--- config.mk ---
export PLATFORM = sky130hd
export DESIGN_NAME = srg_top
export DESIGN_NICKNAME = d
export VERILOG_FILES = /design/src/hw/srg_pkg.sv /design/src/hw/srg_step_if.sv /design/src/hw/srg_osc.sv /design/src/hw/srg_post.sv /design/src/hw/srg_top.sv
export SDC_FILE = /design/constraint.sdc
export NUM_CORES = 1
export LEC_CHECK = 0
export ABC_AREA = 1
export BUFFER_PORTS_ARGS = -buffer_cell sky130_fd_sc_hd__buf_2
export CORE_MARGIN = 5
export CORE_UTILIZATION = 59
export CTS_BUF_LIST = sky130_fd_sc_hd__clkbuf_4 sky130_fd_sc_hd__clkbuf_8 sky130_fd_sc_hd__clkbuf_16
export CTS_CLUSTER_DIAMETER = 200
export DETAILED_ROUTE_END_ITERATION = 6
export HOLD_SLACK_MARGIN = 0.02
export PLACE_DENSITY = 0.86
export SKIP_CTS_REPAIR_TIMING = 1
export SLEW_MARGIN = 20
export SYNTH_ARGS = -nofsm -noshare
export SYNTH_HDL_FRONTEND = slang
export SYNTH_SLANG_ARGS = --single-unit
--- constraint.sdc ---
create_clock -name sys_clk_i -period 2.4 [get_ports sys_clk_i]
set_input_delay 0.36 -clock sys_clk_i [delete_from_list [all_inputs] [get_ports sys_clk_i]]
set_output_delay 0.36 -clock sys_clk_i [all_outputs]
set_load 0.02 [all_outputs]
--- src/hw/srg_pkg.sv ---
package srg_pkg;
   localparam int unsigned ADDR_W = 8;
   localparam int unsigned DATA_W = 8;
   // Register offsets
   localparam logic [7:0] OFF_RESULT = 8'h90;
   localparam logic [7:0] OFF_SEED0 = 8'h91;
   localparam logic [7:0] OFF_SEED1 = 8'h92;
   localparam logic [7:0] OFF_SEED2 = 8'h93;
   localparam logic [7:0] OFF_SEED3 = 8'h94;
   localparam logic [7:0] OFF_CTRL = 8'h95;
   // Control field and reset
   localparam int unsigned CTRL_OSC_EN_BIT = 0;
   localparam logic [7:0] CTRL_RESET = 8'h00;
   // Seed shift register feedback taps (x^32+x^22+x^2+x+1)
   localparam logic [31:0] LFSR_TAPS = 32'h80200003;
   // Private oscillator divide: one oscillator step every OSC_DIV+1 system clocks
   localparam logic [3:0] OSC_DIV = 4'h3;
   // Oscillator steps run after start-up before the generator halts
   localparam logic [7:0] STARTUP_STEPS = 8'h40;
   typedef enum logic [1:0] {SRG_WARMUP, SRG_IDLE, SRG_RUN} srg_state_t;
endpackage

--- src/hw/srg_step_if.sv ---
`timescale 1ns/1ps
interface srg_step_if;
   logic enable;
   logic step;
   modport osc(input enable, output step);
   modport core(output enable, input step);
endinterface

--- src/hw/srg_osc.sv ---
`timescale 1ns/1ps
// Model of the private oscillator: a divider that only runs while enabled
module srg_osc
   import srg_pkg::*;
(
   input wire logic sys_clk_i,
   input wire logic rst_i,
   srg_step_if.osc link
);
   logic [3:0] div_cnt;
   wire div_wrap = (div_cnt == OSC_DIV);
   always_ff @(posedge sys_clk_i) begin
      if (rst_i || !link.enable || div_wrap) begin
         div_cnt <= 4'h0;
      end else begin
         div_cnt <= div_cnt + 4'h1;
      end
   end
   always_ff @(posedge sys_clk_i) begin
      if (rst_i) begin
         link.step <= 1'b0;
      end else begin
         link.step <= link.enable && div_wrap;
      end
   end
endmodule // srg_osc

--- src/hw/srg_post.sv ---
`timescale 1ns/1ps
// Post-processing: folds shift register into an accumulator every clock while run_i is high
module srg_post
   import srg_pkg::*;
(
   input wire logic sys_clk_i,
   input wire logic run_i,
   input wire logic [31:0] state_i,
   output logic [7:0] value_o
);
   logic run_q;
   wire [7:0] fold = state_i[31:24] ^ state_i[23:16] ^ state_i[15:8] ^ state_i[7:0];
   wire start = run_i && !run_q;
   // Reload from the seed on each start: with no reset, a pure accumulator
   // would never leave its unknown power-up value
   wire [7:0] next_value = start ? fold : ({value_o[6:0], value_o[7]} ^ fold);
   always_ff @(posedge sys_clk_i) begin
      run_q <= run_i;
   end
   // No reset: the result is undefined until the first start loads it from the seed
   always_ff @(posedge sys_clk_i) begin
      if (run_i) begin
         value_o <= next_value;
      end
   end
endmodule // srg_post

--- src/hw/srg_top.sv ---
// Strobed register access was decided locally.
`timescale 1ns/1ps
// Summary of operation
// - Setting control bit 0 starts the oscillator and random generation.
// - With the enable clear and warm-up done, oscillator, shift register and post-processing halt.
// - On stop, seed and result registers keep their last-step values.
// - Seed is 32 bits over four byte registers, MSB at highest address.
// - Running state evolves from the seed and earlier iterations.
// - Seed register contents change as the shift register advances.
// - Read-only result byte updates every system clock while running.
// - After start-up the generator runs some steps to vary its state.
// - Control bits 7..1 read zero; control resets to zero, generator enters warm-up.
module srg_top
   import srg_pkg::*;
(
   input wire logic sys_clk_i,
   input wire logic rst_i,
   input wire logic [7:0] addr_i,
   input wire logic [7:0] wdata_i,
   input wire logic wr_i,
   input wire logic rd_i,
   output logic [7:0] rdata_o,
   output logic running_o
);
   srg_step_if step_link();
   srg_state_t state;
   srg_state_t next_state;
   logic osc_enable;
   logic [31:0] seed;
   logic [7:0] warm_cnt;
   logic [7:0] result;

   // Decoding
   wire wr_ctrl = wr_i && (addr_i == OFF_CTRL);
   wire [3:0] wr_seed;
   assign wr_seed[0] = wr_i && (addr_i == OFF_SEED0);
   assign wr_seed[1] = wr_i && (addr_i == OFF_SEED1);
   assign wr_seed[2] = wr_i && (addr_i == OFF_SEED2);
   assign wr_seed[3] = wr_i && (addr_i == OFF_SEED3);
   wire run = (state != SRG_IDLE);
   wire seed_write_ok = (state == SRG_IDLE) && !osc_enable;

   // Shift register advance: Galois form
   wire [31:0] lfsr_next = seed[0] ? ((seed >> 1) ^ LFSR_TAPS) : (seed >> 1);

   always_comb begin
      next_state = state;
      case (state)
         SRG_WARMUP: begin
            if (warm_cnt == STARTUP_STEPS) begin
               next_state = osc_enable ? SRG_RUN : SRG_IDLE;
            end
         end
         SRG_IDLE: begin
            if (osc_enable) begin
               next_state = SRG_RUN;
            end
         end
         SRG_RUN: begin
            if (!osc_enable) begin
               next_state = SRG_IDLE;
            end
         end
         default: next_state = SRG_IDLE;
      endcase
   end

   always_ff @(posedge sys_clk_i) begin
      if (rst_i) begin
         state <= SRG_WARMUP;
      end else begin
         state <= next_state;
      end
   end

   always_ff @(posedge sys_clk_i) begin
      if (rst_i) begin
         warm_cnt <= 8'h00;
      end else if (state == SRG_WARMUP && step_link.step) begin
         warm_cnt <= warm_cnt + 8'h01;
      end
   end

   always_ff @(posedge sys_clk_i) begin
      if (rst_i) begin
         osc_enable <= CTRL_RESET[CTRL_OSC_EN_BIT];
      end else if (wr_ctrl) begin
         osc_enable <= wdata_i[CTRL_OSC_EN_BIT];
      end
   end

   assign step_link.enable = run;
   srg_osc u_osc (
      .sys_clk_i(sys_clk_i),
      .rst_i(rst_i),
      .link(step_link)
   );

   // Seed holds no reset so power-up noise plus warm-up steps give a varied state
   genvar b;
   generate
      for (b = 0; b < 4; b++) begin : g_seed
         always_ff @(posedge sys_clk_i) begin
            if (run && step_link.step) begin
               seed[b*8 +: 8] <= lfsr_next[b*8 +: 8];
            end else if (wr_seed[b] && seed_write_ok) begin
               seed[b*8 +: 8] <= wdata_i;
            end
         end
      end
   endgenerate

   // Result keeps its last value once halted
   srg_post u_post (
      .sys_clk_i(sys_clk_i),
      .run_i(run),
      .state_i(seed),
      .value_o(result)
   );

   // Read mux
   logic [7:0] rd_mux;
   always_comb begin
      case (addr_i)
         OFF_RESULT: rd_mux = result;
         OFF_SEED0: rd_mux = seed[7:0];
         OFF_SEED1: rd_mux = seed[15:8];
         OFF_SEED2: rd_mux = seed[23:16];
         OFF_SEED3: rd_mux = seed[31:24];
         OFF_CTRL: rd_mux = {7'h00, osc_enable};
         default: rd_mux = 8'h00;
      endcase
   end

   always_ff @(posedge sys_clk_i) begin
      if (rst_i) begin
         rdata_o <= 8'h00;
         running_o <= 1'b0;
      end else begin
         rdata_o <= rd_i ? rd_mux : 8'h00;
         running_o <= (next_state != SRG_IDLE);
      end
   end
endmodule // srg_top

==> flow_summary.json, run 1 <==
{
  "status": "complete, but fails checks",
  "violations": "DRC",
  "timing.hold.ws_ns": 0.284,
  "drt_wl_total_mm": 8.19,
  "core_area_mm2": 0.00554,
  "synth_top_flop_cell": "edfxtp_1",
  "synth-edff-count": 40,
  "gp_congestion": 1.01,
  "synth_common_cells": "nand2_1, nand3_1, nor2_1",
  "finalHoldViolations": 0,
  "drv_cap": 0,
  "remaining_drc_errors": 1,
  "yosys.cell_types.count": 28,
  "grtUsageTotal_pct": 24.1,
  "wl_per_cell_um": 15.5,
  "drive_gt1_share_pct": 14.1,
  "root_buffer": "clkbuf_8",
  "ys_seq_area_share_pct": 51.1,
  "diodes": 0,
  "power_density_mw_per_mm2": 659,
  "yosys_warnings": 0,
  "critPathCaptureType": "flop",
  "cts_tree": "done",
  "yosysMostFrequentCell": "nand2_1",
  "postLayoutCoreUtil_pct": 69.1,
  "cp-start-kind": "flop",
  "start_util_pct": 60.8,
  "overflow": 0,
  "fin_crit_sh_pct": 87.6,
  "die_y_um": 85.6,
  "die_w_um": 85.6,
  "cts.sinks": 66,
  "first_pass_iters": 7,
  "fp.dieArea_mm2": 0.00732,
  "postRouteAntennaNets": 0,
  "num_vias": 2995,
  "layout.nets": 473,
  "max-vdd-ir-drop_uv": 420,
  "synth_area_leaders": "edfxtp_1, dfxtp_1, nand2_1, nand3_1, o21ai_0",
  "clock_skew_ns": 0.00774,
  "max_freq_mhz": 475,
  "fin_setup_tns_ns": 0,
  "grt_max_degree": 18,
  "rows": 27,
  "antenna_found_initial": 0,
  "relSlewSlack_pct": 26.7,
  "crit_required_ns": 2.37,
  "ys_ff_latch": 66,
  "slew_viol_final": 0,
  "setup_violations": 0,
  "worst_pin_slew_ns": 1.09,
  "clk_pin_slew_ns": 0.08,
  "rrSetupSlack_ns": 0.30,
  "cp.arrival_ns": 2.07,
  "clockBufferDepth": 2,
  "syn_area_per_cell_um2": 8.14,
  "ios": 29,
  "grt_pass1_wl_mm": 13.5,
  "synth_top_area_share_pct": 35.6,
  "clock_latency_ns": 0.35,
  "port_buffers": 28,
  "synth_fp_nets": 437,
  "worstPathMaxFanout": 11,
  "area_growth_pct": 13.6,
  "synth_async_sr_flop_share_pct": 0,
  "p_leak_nw": 1.65,
  "fin_crit_ns": 2.10,
  "grt_pass1_vias": 2872,
  "cts-buffers-inserted": 9,
  "netlist_instances": 414,
  "syn_area_mm2": 0.00337,
  "dp_hpwl_mm": 6.11,
  "rsz0062_at_grt": "no",
  "path_class": "flop to flop",
  "vias_per_cell": 5.68,
  "synth_top_cell_by_area": "edfxtp_1",
  "htree_levels": 3,
  "drt_iter0_drc": 305,
  "holdCritPathClass": "input pin to flop"
}
sequential cells by signal, indices dropped and copies added, names as in the netlist:
register and cells:
seed 32, rdata_o 8, u_post.value_o 8, warm_cnt 8, u_osc.div_cnt 4, state 2, osc_enable 1, running_o 1
u_osc.link.step 1, u_post.run_q 1
per-stage QoR:
stage | power [W] | cell area [µm²] | worst slack, ns | cells
floorplan | 0.00144 | 3370 | 0.449 | 414
global placement | 0.00150 | 3600 | 0.204 | 511
detailed placement | 0.00151 | 3600 | 0.187 | 511
CTS | 0.00252 | 3830 | 0.274 | 527
global route | 0.00264 | 3830 | 0.195 | 527
finish | 0.00252 | 3830 | 0.297 | 527
report_power, final:
group	total, W	internal [W]	switching [W]
Sequential	0.00129	0.00126	0.0000390
Clock	0.00103	0.000580	0.000450
Combinational	0.000195	0.0000719	0.000123
Total	0.00252	0.00191	0.000612
final timing paths:
kind	from	end	cells after the start
worst max-delay path	state[0]$_SDFF_PP0_	seed[10]$_DFFE_PP_	4
worst min-delay path	rst_i	running_o$_SDFF_PP0_	2
worst max register to register	state[0]$_SDFF_PP0_	seed[10]$_DFFE_PP_	4
worst min register to register	u_osc.div_cnt[0]$_SDFF_PP0_	u_osc.div_cnt[0]$_SDFF_PP0_	1
per-layer routing:
layer	global-route usage, %	share of wire, %
met1	30.8	40
met2	38.6	48
met3	7.30	8.9
met4	9.06	3.5
met5	0	0
worst max-delay path, cell delays in order, from the launching register on:
cell     delay [ns]
dfxtp_1        0.41
nand2_4        0.15
inv_2          0.13
nand3_1        0.14
o21ai_0        0.89
logic make-up (layout without fill, tap and decap cells):
kind of cell	after synthesis	count (layout)	synth area share, %
and+or+nand+nor	226	226	29.3
adders and majority gates	3	3	1.11
AOI/OAI and AO/OA	46	46	6.98
xor gates and xnor gates	18	18	4.68
DFF	66	66	51.1
buffers and inverters	55	96	6.87
layout make-up:
type,instances,area (µm²)
multi-input combinational,293,1420
tap,72,90.1
timing repair buffer,36,200
clock inverter,3,23.8
clock buffer,13,206
sequential,66,1720
fill,430,1710
inverter,44,165
cells in the final DEF, fill, tap and decap left out, types with 4 or more instances in the layout:
cell / netlist / final
a21oi_1: 9 / 9
buf_2: 2 / 28
buf_4: 2 / 8
clkbuf_8: 0 / 9
dfxtp_1: 26 / 26
edfxtp_1: 40 / 40
inv_1: 41 / 41
nand2_1: 100 / 100
nand2b_1: 6 / 6
nand3_1: 62 / 62
nor2_1: 43 / 42
nor2_2: 3 / 4
o21ai_0: 34 / 33
xnor2_1: 16 / 16
No activity file was read; power rests on OpenSTA's default activity.
==> run 2, diff against run 1 <==
--- a/config.mk
+++ b/config.mk
@@ -8,14 +8,15 @@
 export ABC_AREA = 1
 export BUFFER_PORTS_ARGS = -buffer_cell sky130_fd_sc_hd__buf_2
 export CORE_MARGIN = 5
-export CORE_UTILIZATION = 59
+export CORE_UTILIZATION = 60
 export CTS_BUF_LIST = sky130_fd_sc_hd__clkbuf_4 sky130_fd_sc_hd__clkbuf_8 sky130_fd_sc_hd__clkbuf_16
 export CTS_CLUSTER_DIAMETER = 200
 export DETAILED_ROUTE_END_ITERATION = 6
 export HOLD_SLACK_MARGIN = 0.02
-export PLACE_DENSITY = 0.86
+export PLACE_DENSITY = 0.87
 export SKIP_CTS_REPAIR_TIMING = 1
 export SLEW_MARGIN = 20
 export SYNTH_ARGS = -nofsm -noshare
 export SYNTH_HDL_FRONTEND = slang
+export SYNTH_HIERARCHICAL = 1
 export SYNTH_SLANG_ARGS = --single-unit
==> run 2 against run 1 <==
The run now ends clean. Critical path depth increased by 2. Largest cell class unchanged. Maximum frequency increased by 11%. Synthesized area increased by 7.7%. Largest power group unchanged.
==> flow_summary.json, run 2 <==
{
  "status": "finished, final reports clean",
  "crit_required_ns": 2.45,
  "synth_area_leaders": "edfxtp_1, nand2_1, dfxtp_1, nand3_1, inv_1",
  "fp.dieArea_mm2": 0.00771,
  "ys_seq_area_share_pct": 47.4,
  "setup_violations": 0,
  "hold-path-cell-count": 2,
  "synth_common_cells": "nand2_1, inv_1, nand3_1",
  "synth_top_flop_cell": "edfxtp_1",
  "core_area_mm2": 0.00589,
  "register_area_mm2": 0.00172,
  "synth_top_cell_by_area": "edfxtp_1",
  "post-route-cell-area_mm2": 0.00407,
  "antenna_found_initial": 0,
  "yosys_warnings": 6,
  "cts-buffers-inserted": 9,
  "crit_chain": "inv_1 -> nor2_2 -> nor2_4 -> inv_2 -> o21ai_0 -> buf_4",
  "relSlewSlack_pct": 53.7,
  "r2r_cells": 6,
  "slew_viol_final": 0,
  "drt_iter0_drc": 412,
  "rrSetupSlack_ns": 0.51,
  "dp_hpwl_mm": 6.31,
  "overflow": 0,
  "yosysMostFrequentCell": "nand2_1",
  "multi_input_area_mm2": 0.00159,
  "path_buf_inv": 3,
  "cts_tree": "done",
  "preCtsSetupSlack_ns": 0.586,
  "drt_wl_total_mm": 8.87,
  "drive_gt1_share_pct": 13.3,
  "ios": 29,
  "wl_per_cell_um": 14.9,
  "dpl-instance-area_mm2": 0.00386,
  "grt_max_degree": 26,
  "start_util_pct": 61.7,
  "whs_endpoint": "state[0]$_SDFF_PP0_",
  "root_buffer": "clkbuf_8",
  "largest_register": "seed",
  "ys_ff_latch": 66,
  "postRouteAntennaNets": 0,
  "mostFrequentLayoutCells": "nand2_1, inv_1, nand3_1",
  "synth-edff-count": 40,
  "max-vdd-ir-drop_uv": 460,
  "layout_commonest_cell": "nand2_1",
  "layout_setup_ws_ns": 0.506,
  "clk_pin_slew_ns": 0.07,
  "remaining_drc_errors": 0,
  "die_w_um": 87.8,
  "grt_pass1_vias": 3117,
  "fin_crit_sh_pct": 78.9,
  "worstPathMaxFanout": 23,
  "finalHoldViolations": 0,
  "fin_setup_tns_ns": 0,
  "slowest_delay_ns": 0.42,
  "gp_congestion": 0.907,
  "hp-start": "rst_i",
  "num_vias": 3267,
  "grt_pass1_wl_mm": 14.8,
  "port_buffers": 28,
  "slowest_stage": "nor2_4",
  "rows": 28,
  "synth_async_sr_flop_share_pct": 0,
  "syn_area_mm2": 0.00363,
  "area_growth_pct": 12.1,
  "htree_levels": 3,
  "clockBufferDepth": 2,
  "grtUsageTotal_pct": 25.0,
  "fill_cells": 500,
  "max_freq_mhz": 528,
  "r2r_end": "seed[29]$_DFFE_PP_",
  "place_inst": 579,
  "power_density_mw_per_mm2": 618,
  "worst_pin_slew_ns": 0.693,
  "holdCritPathClass": "input pin to flop",
  "synth_top_area_share_pct": 33.1,
  "stdcell_count": 595,
  "die_y_um": 87.8,
  "fin_crit_ns": 1.89,
  "yosys.cell_types.count": 27,
  "diodes": 0,
  "timing.hold.ws_ns": 0.304,
  "first_pass_iters": 6,
  "cp.arrival_ns": 1.94,
  "critPathCaptureType": "flop",
  "rsz0062_at_grt": "no",
  "layout.nets": 538,
  "largest_reg_flops": 32,
  "syn_area_per_cell_um2": 7.58,
  "vias_per_cell": 5.49,
  "p_leak_nw": 1.91,
  "drv_cap": 0,
  "crit_family": "buffers and inverters",
  "clock_skew_ns": 0.0104,
  "netlist_instances": 479,
  "r2r-start": "state[0]$_SDFF_PP0_",
  "synth_fp_nets": 502,
  "path_class": "flop to flop",
  "cp-start-kind": "flop",
  "clock_latency_ns": 0.34,
  "cts.sinks": 66
}
run 2: cell count changes in the layout (fill, tap and decap cells not counted), sizes merged, moves of 2 or more:
cell	change
o21ai	-8
inv	+28
a21oi	+3
a21boi	+8
bufinv	+2
xnor2	-5
buf	-3
or2	-3
clkbuf	-3
nor2	+4
nand2b	-6
nand2	+52
nand3	-5
run 2: metal layers:
layer  up-vias  part of all wire, %  global-route usage, %
met4         0                  2.9                   12.6
li1       1592                    -                      -
met3        27                  7.9                   4.61
met5         -                    0                      0
met2       151                   45                   37.9
met1      1497                   44                   34.5
run 2: worst max-delay path by stage:
stage / start / to / cells past startpoint
after CTS: state[1]$_SDFF_PP0_ / seed[31]$_DFFE_PP_ / 5
after global placement: u_osc/link.step$_SDFF_PP0_ / seed[28]$_DFFE_PP_ / 5
after detailed placement: state[1]$_SDFF_PP0_ / seed[29]$_DFFE_PP_ / 5
after global routing: state[0]$_SDFF_PP0_ / seed[4]$_DFFE_PP_ / 6
final: state[0]$_SDFF_PP0_ / seed[29]$_DFFE_PP_ / 6
after floorplan: addr_i[6] / seed[10]$_DFFE_PP_ / 6
run 2: layout make-up:
| cell class | instances | share of cell area, % |
|---|---|---|
| clock buffers | 10 | 3.23 |
| clock inverters | 6 | 2.00 |
| inverters | 73 | 6.73 |
| multi-input cells | 332 | 39.1 |
| flip-flops and latches | 66 | 42.3 |
| well taps | 75 | 2.31 |
| repair buffers | 33 | 4.37 |
run 2: through the flow:
step | util (%) | power, W
after CTS | 69.1 | 0.00251
after detailed placement | 65.5 | 0.00151
final | 69.1 | 0.00251
after floorplan | - | 0.00144
after global routing | 69.1 | 0.00261
after global placement | 65.5 | 0.00150
run 2: logic make-up after synthesis:
group / Yosys count / share of synthesized area [%]
AOI/OAI and AO/OA: 50 / 7.76
xor gates and xnor gates: 12 / 2.90
adders and majority gates: 3 / 1.03
buffers and inverters: 81 / 8.79
DFF: 66 / 47.4
and+or+nand+nor: 267 / 32.1
run 2: where the power goes:
group	internal, W	leakage, nW	switching, W
Clock	0.000589	0.107	0.000431
Combinational	0.0000755	1.22	0.000138
Sequential	0.00124	0.582	0.0000352
==> run 3, diff against run 2 <==
--- a/config.mk
+++ b/config.mk
@@ -5,15 +5,15 @@
 export SDC_FILE = /design/constraint.sdc
 export NUM_CORES = 1
 export LEC_CHECK = 0
-export ABC_AREA = 1
+export ABC_AREA = 0
 export BUFFER_PORTS_ARGS = -buffer_cell sky130_fd_sc_hd__buf_2
 export CORE_MARGIN = 5
-export CORE_UTILIZATION = 60
+export CORE_UTILIZATION = 53
 export CTS_BUF_LIST = sky130_fd_sc_hd__clkbuf_4 sky130_fd_sc_hd__clkbuf_8 sky130_fd_sc_hd__clkbuf_16
 export CTS_CLUSTER_DIAMETER = 200
 export DETAILED_ROUTE_END_ITERATION = 6
 export HOLD_SLACK_MARGIN = 0.02
-export PLACE_DENSITY = 0.87
+export PLACE_DENSITY = 0.82
 export SKIP_CTS_REPAIR_TIMING = 1
 export SLEW_MARGIN = 20
 export SYNTH_ARGS = -nofsm -noshare
==> constraint.sdc (replaced) <==
create_clock -name sys_clk_i -period 1.6 [get_ports sys_clk_i]
set_input_delay 0.24 -clock sys_clk_i [delete_from_list [all_inputs] [get_ports sys_clk_i]]
set_output_delay 0.24 -clock sys_clk_i [all_outputs]
set_load 0.02 [all_outputs]
==> run 3 against run 2 <==
The run now ends with setup timing left. Largest power group unchanged. Clock power is 22% higher. Critical path type unchanged. Combinational power is 140% higher. Synthesized area is 9.0% lower. Sequential share of layout area is 2.3 points higher.
==> flow_summary.json, run 3 <==
{
  "status": "complete, but fails checks",
  "violations": "setup timing",
  "synth_top_area_share_pct": 36.4,
  "synth_top_cell_by_area": "edfxtp_1",
  "post-route-cell-area_mm2": 0.00386,
  "synth_fp_nets": 321,
  "stdcell_count": 423,
  "holdCritPathClass": "input pin to flop",
  "syn_area_mm2": 0.00330,
  "htree_levels": 3,
  "die_y_um": 88.9,
  "wl_per_cell_um": 16.5,
  "crit_required_ns": 1.66,
  "relSlewSlack_pct": 70.7,
  "layout_setup_ws_ns": -0.141,
  "ys_seq_area_share_pct": 52.1,
  "finalHoldViolations": 0,
  "grtUsageTotal_pct": 19.4,
  "grt_pass1_wl_mm": 11.5,
  "rows": 28,
  "ios": 29,
  "fin_crit_sh_pct": 109,
  "slew_viol_final": 0,
  "netlist_instances": 298,
  "dp_hpwl_mm": 5.19,
  "grt_max_degree": 30,
  "yosysMostFrequentCell": "nand2_1",
  "r2r_cells": 4,
  "cts-buffers-inserted": 9,
  "num_vias": 2371,
  "p_leak_nw": 1.54,
  "first_pass_iters": 4,
  "layout_commonest_cell": "nand2_1",
  "core_area_mm2": 0.00599,
  "remaining_drc_errors": 0,
  "syn_area_per_cell_um2": 11.1,
  "synth_area_leaders": "edfxtp_1, dfxtp_1, xnor2_1, nand2_1, a21o_1",
  "slowest_delay_ns": 0.56,
  "clock_latency_ns": 0.34,
  "preCtsSetupSlack_ns": -0.206,
  "crit_family": "simple AND/OR/NAND/NOR gates",
  "port_buffers": 28,
  "synth-edff-count": 40,
  "synth_async_sr_flop_share_pct": 0,
  "crit_chain": "nand2b_4 -> or4_4 -> o41ai_4 -> buf_6",
  "ys_ff_latch": 66,
  "clk_pin_slew_ns": 0.07,
  "cp.arrival_ns": 1.80,
  "hold-path-cell-count": 3,
  "fp.dieArea_mm2": 0.00791,
  "fin_crit_ns": 1.74,
  "cp-start-kind": "flop",
  "cp.depth": 4,
  "yosys_warnings": 6,
  "drv_cap": 0,
  "max-vdd-ir-drop_uv": 668,
  "synth_common_cells": "nand2_1, edfxtp_1, xnor2_1",
  "yosys.cell_types.count": 42,
  "root_buffer": "clkbuf_8",
  "path_class": "flop to flop",
  "grt_pass1_vias": 2419,
  "power_density_mw_per_mm2": 992,
  "overflow": 0,
  "worst_pin_slew_ns": 0.439,
  "cts_tree": "done",
  "postRouteAntennaNets": 0,
  "gp_congestion": 0.833,
  "setup_violations": 33,
  "place_inst": 407,
  "layout.nets": 366,
  "vias_per_cell": 5.61,
  "antenna_found_initial": 0,
  "dpl-instance-area_mm2": 0.00367,
  "fill_cells": 437,
  "largest_reg_flops": 32,
  "register_area_mm2": 0.00172,
  "max_freq_mhz": 574,
  "mostFrequentLayoutCells": "nand2_1, edfxtp_1, xnor2_1",
  "drive_gt1_share_pct": 22.7,
  "worstPathMaxFanout": 8,
  "diodes": 0,
  "start_util_pct": 55.1,
  "synth_top_flop_cell": "edfxtp_1",
  "cts.sinks": 66,
  "clock_skew_ns": 0.00954,
  "largest_register": "seed",
  "drt_wl_total_mm": 6.99,
  "rsz0062_at_grt": "yes",
  "drt_iter0_drc": 164,
  "path_buf_inv": 1,
  "area_growth_pct": 17.0,
  "multi_input_area_mm2": 0.00155,
  "slowest_stage": "or4_4",
  "clockBufferDepth": 2,
  "die_w_um": 88.9,
  "critPathCaptureType": "flop"
}
[run 3: cell type report]
class	instances	area share [%]
inverters	3	0.291
well taps	75	2.43
repair buffers	47	7.93
clock inverters	7	1.42
multi-input cells	216	40.1
flip-flops and latches	66	44.6
clock buffers	9	3.21
[run 3: cells by family after synthesis]
| group | after synthesis | share of synthesized area (%) |
|---|---|---|
| and+or+nand+nor | 95 | 16.4 |
| buffers and inverters | 16 | 2.05 |
| adders and majority gates | 3 | 1.14 |
| DFF | 66 | 52.1 |
| AOI/OAI and AO/OA | 65 | 13.6 |
| muxes | 13 | 3.98 |
| xor gates and xnor gates | 40 | 10.6 |
[run 3: path summary, 6_finish.rpt]
path / start / end / slack [ns]
setup reg to reg: state[1]$_SDFF_PP0_ / seed[4]$_DFFE_PP_ / -0.14
hold / removal: wdata_i[0] / osc_enable$_SDFFE_PP0P_ / 0.20
setup / recovery: state[1]$_SDFF_PP0_ / seed[4]$_DFFE_PP_ / -0.14
hold reg to reg: u_osc/div_cnt[0]$_SDFF_PP0_ / u_osc/div_cnt[0]$_SDFF_PP0_ / 0.47
[run 3: stage by stage]
stage | utilization [%] | hold WS, ns | total power, W | TNS, ns
final | 64.5 | 0.204 | 0.00383 | -2.67
after global placement | 61.3 | 0.458 | 0.00260 | -4.02
after global routing | 64.5 | 0.230 | 0.00400 | -4.23
after detailed placement | 61.3 | 0.460 | 0.00262 | -4.84
after CTS | 64.3 | 0.187 | 0.00386 | -4.41
after floorplan | - | 0.304 | 0.00246 | -6.63
[run 3: tightest hold or removal path: stages]
cell and delay, ns:
buf_2 0.09, mux2i_1 0.07, nor2_1 0.10
[run 3: per-layer routing]
layer / part of all wire [%] / global-route usage [%] / up-vias
met1: 44 / 25.2 / 1134
met3: 5.9 / 5.35 / 11
met4: 1.5 / 6.77 / 0
met5: 0 / 0 / -
li1: - / - / 1150
met2: 49 / 31.2 / 76
[run 3: power breakdown]
part	internal [W]	switching, W	total (W)
Combinational	0.000249	0.000256	0.000505
Sequential	0.00199	0.0000942	0.00208
Clock	0.000570	0.000673	0.00124
Total	0.00281	0.00102	0.00383
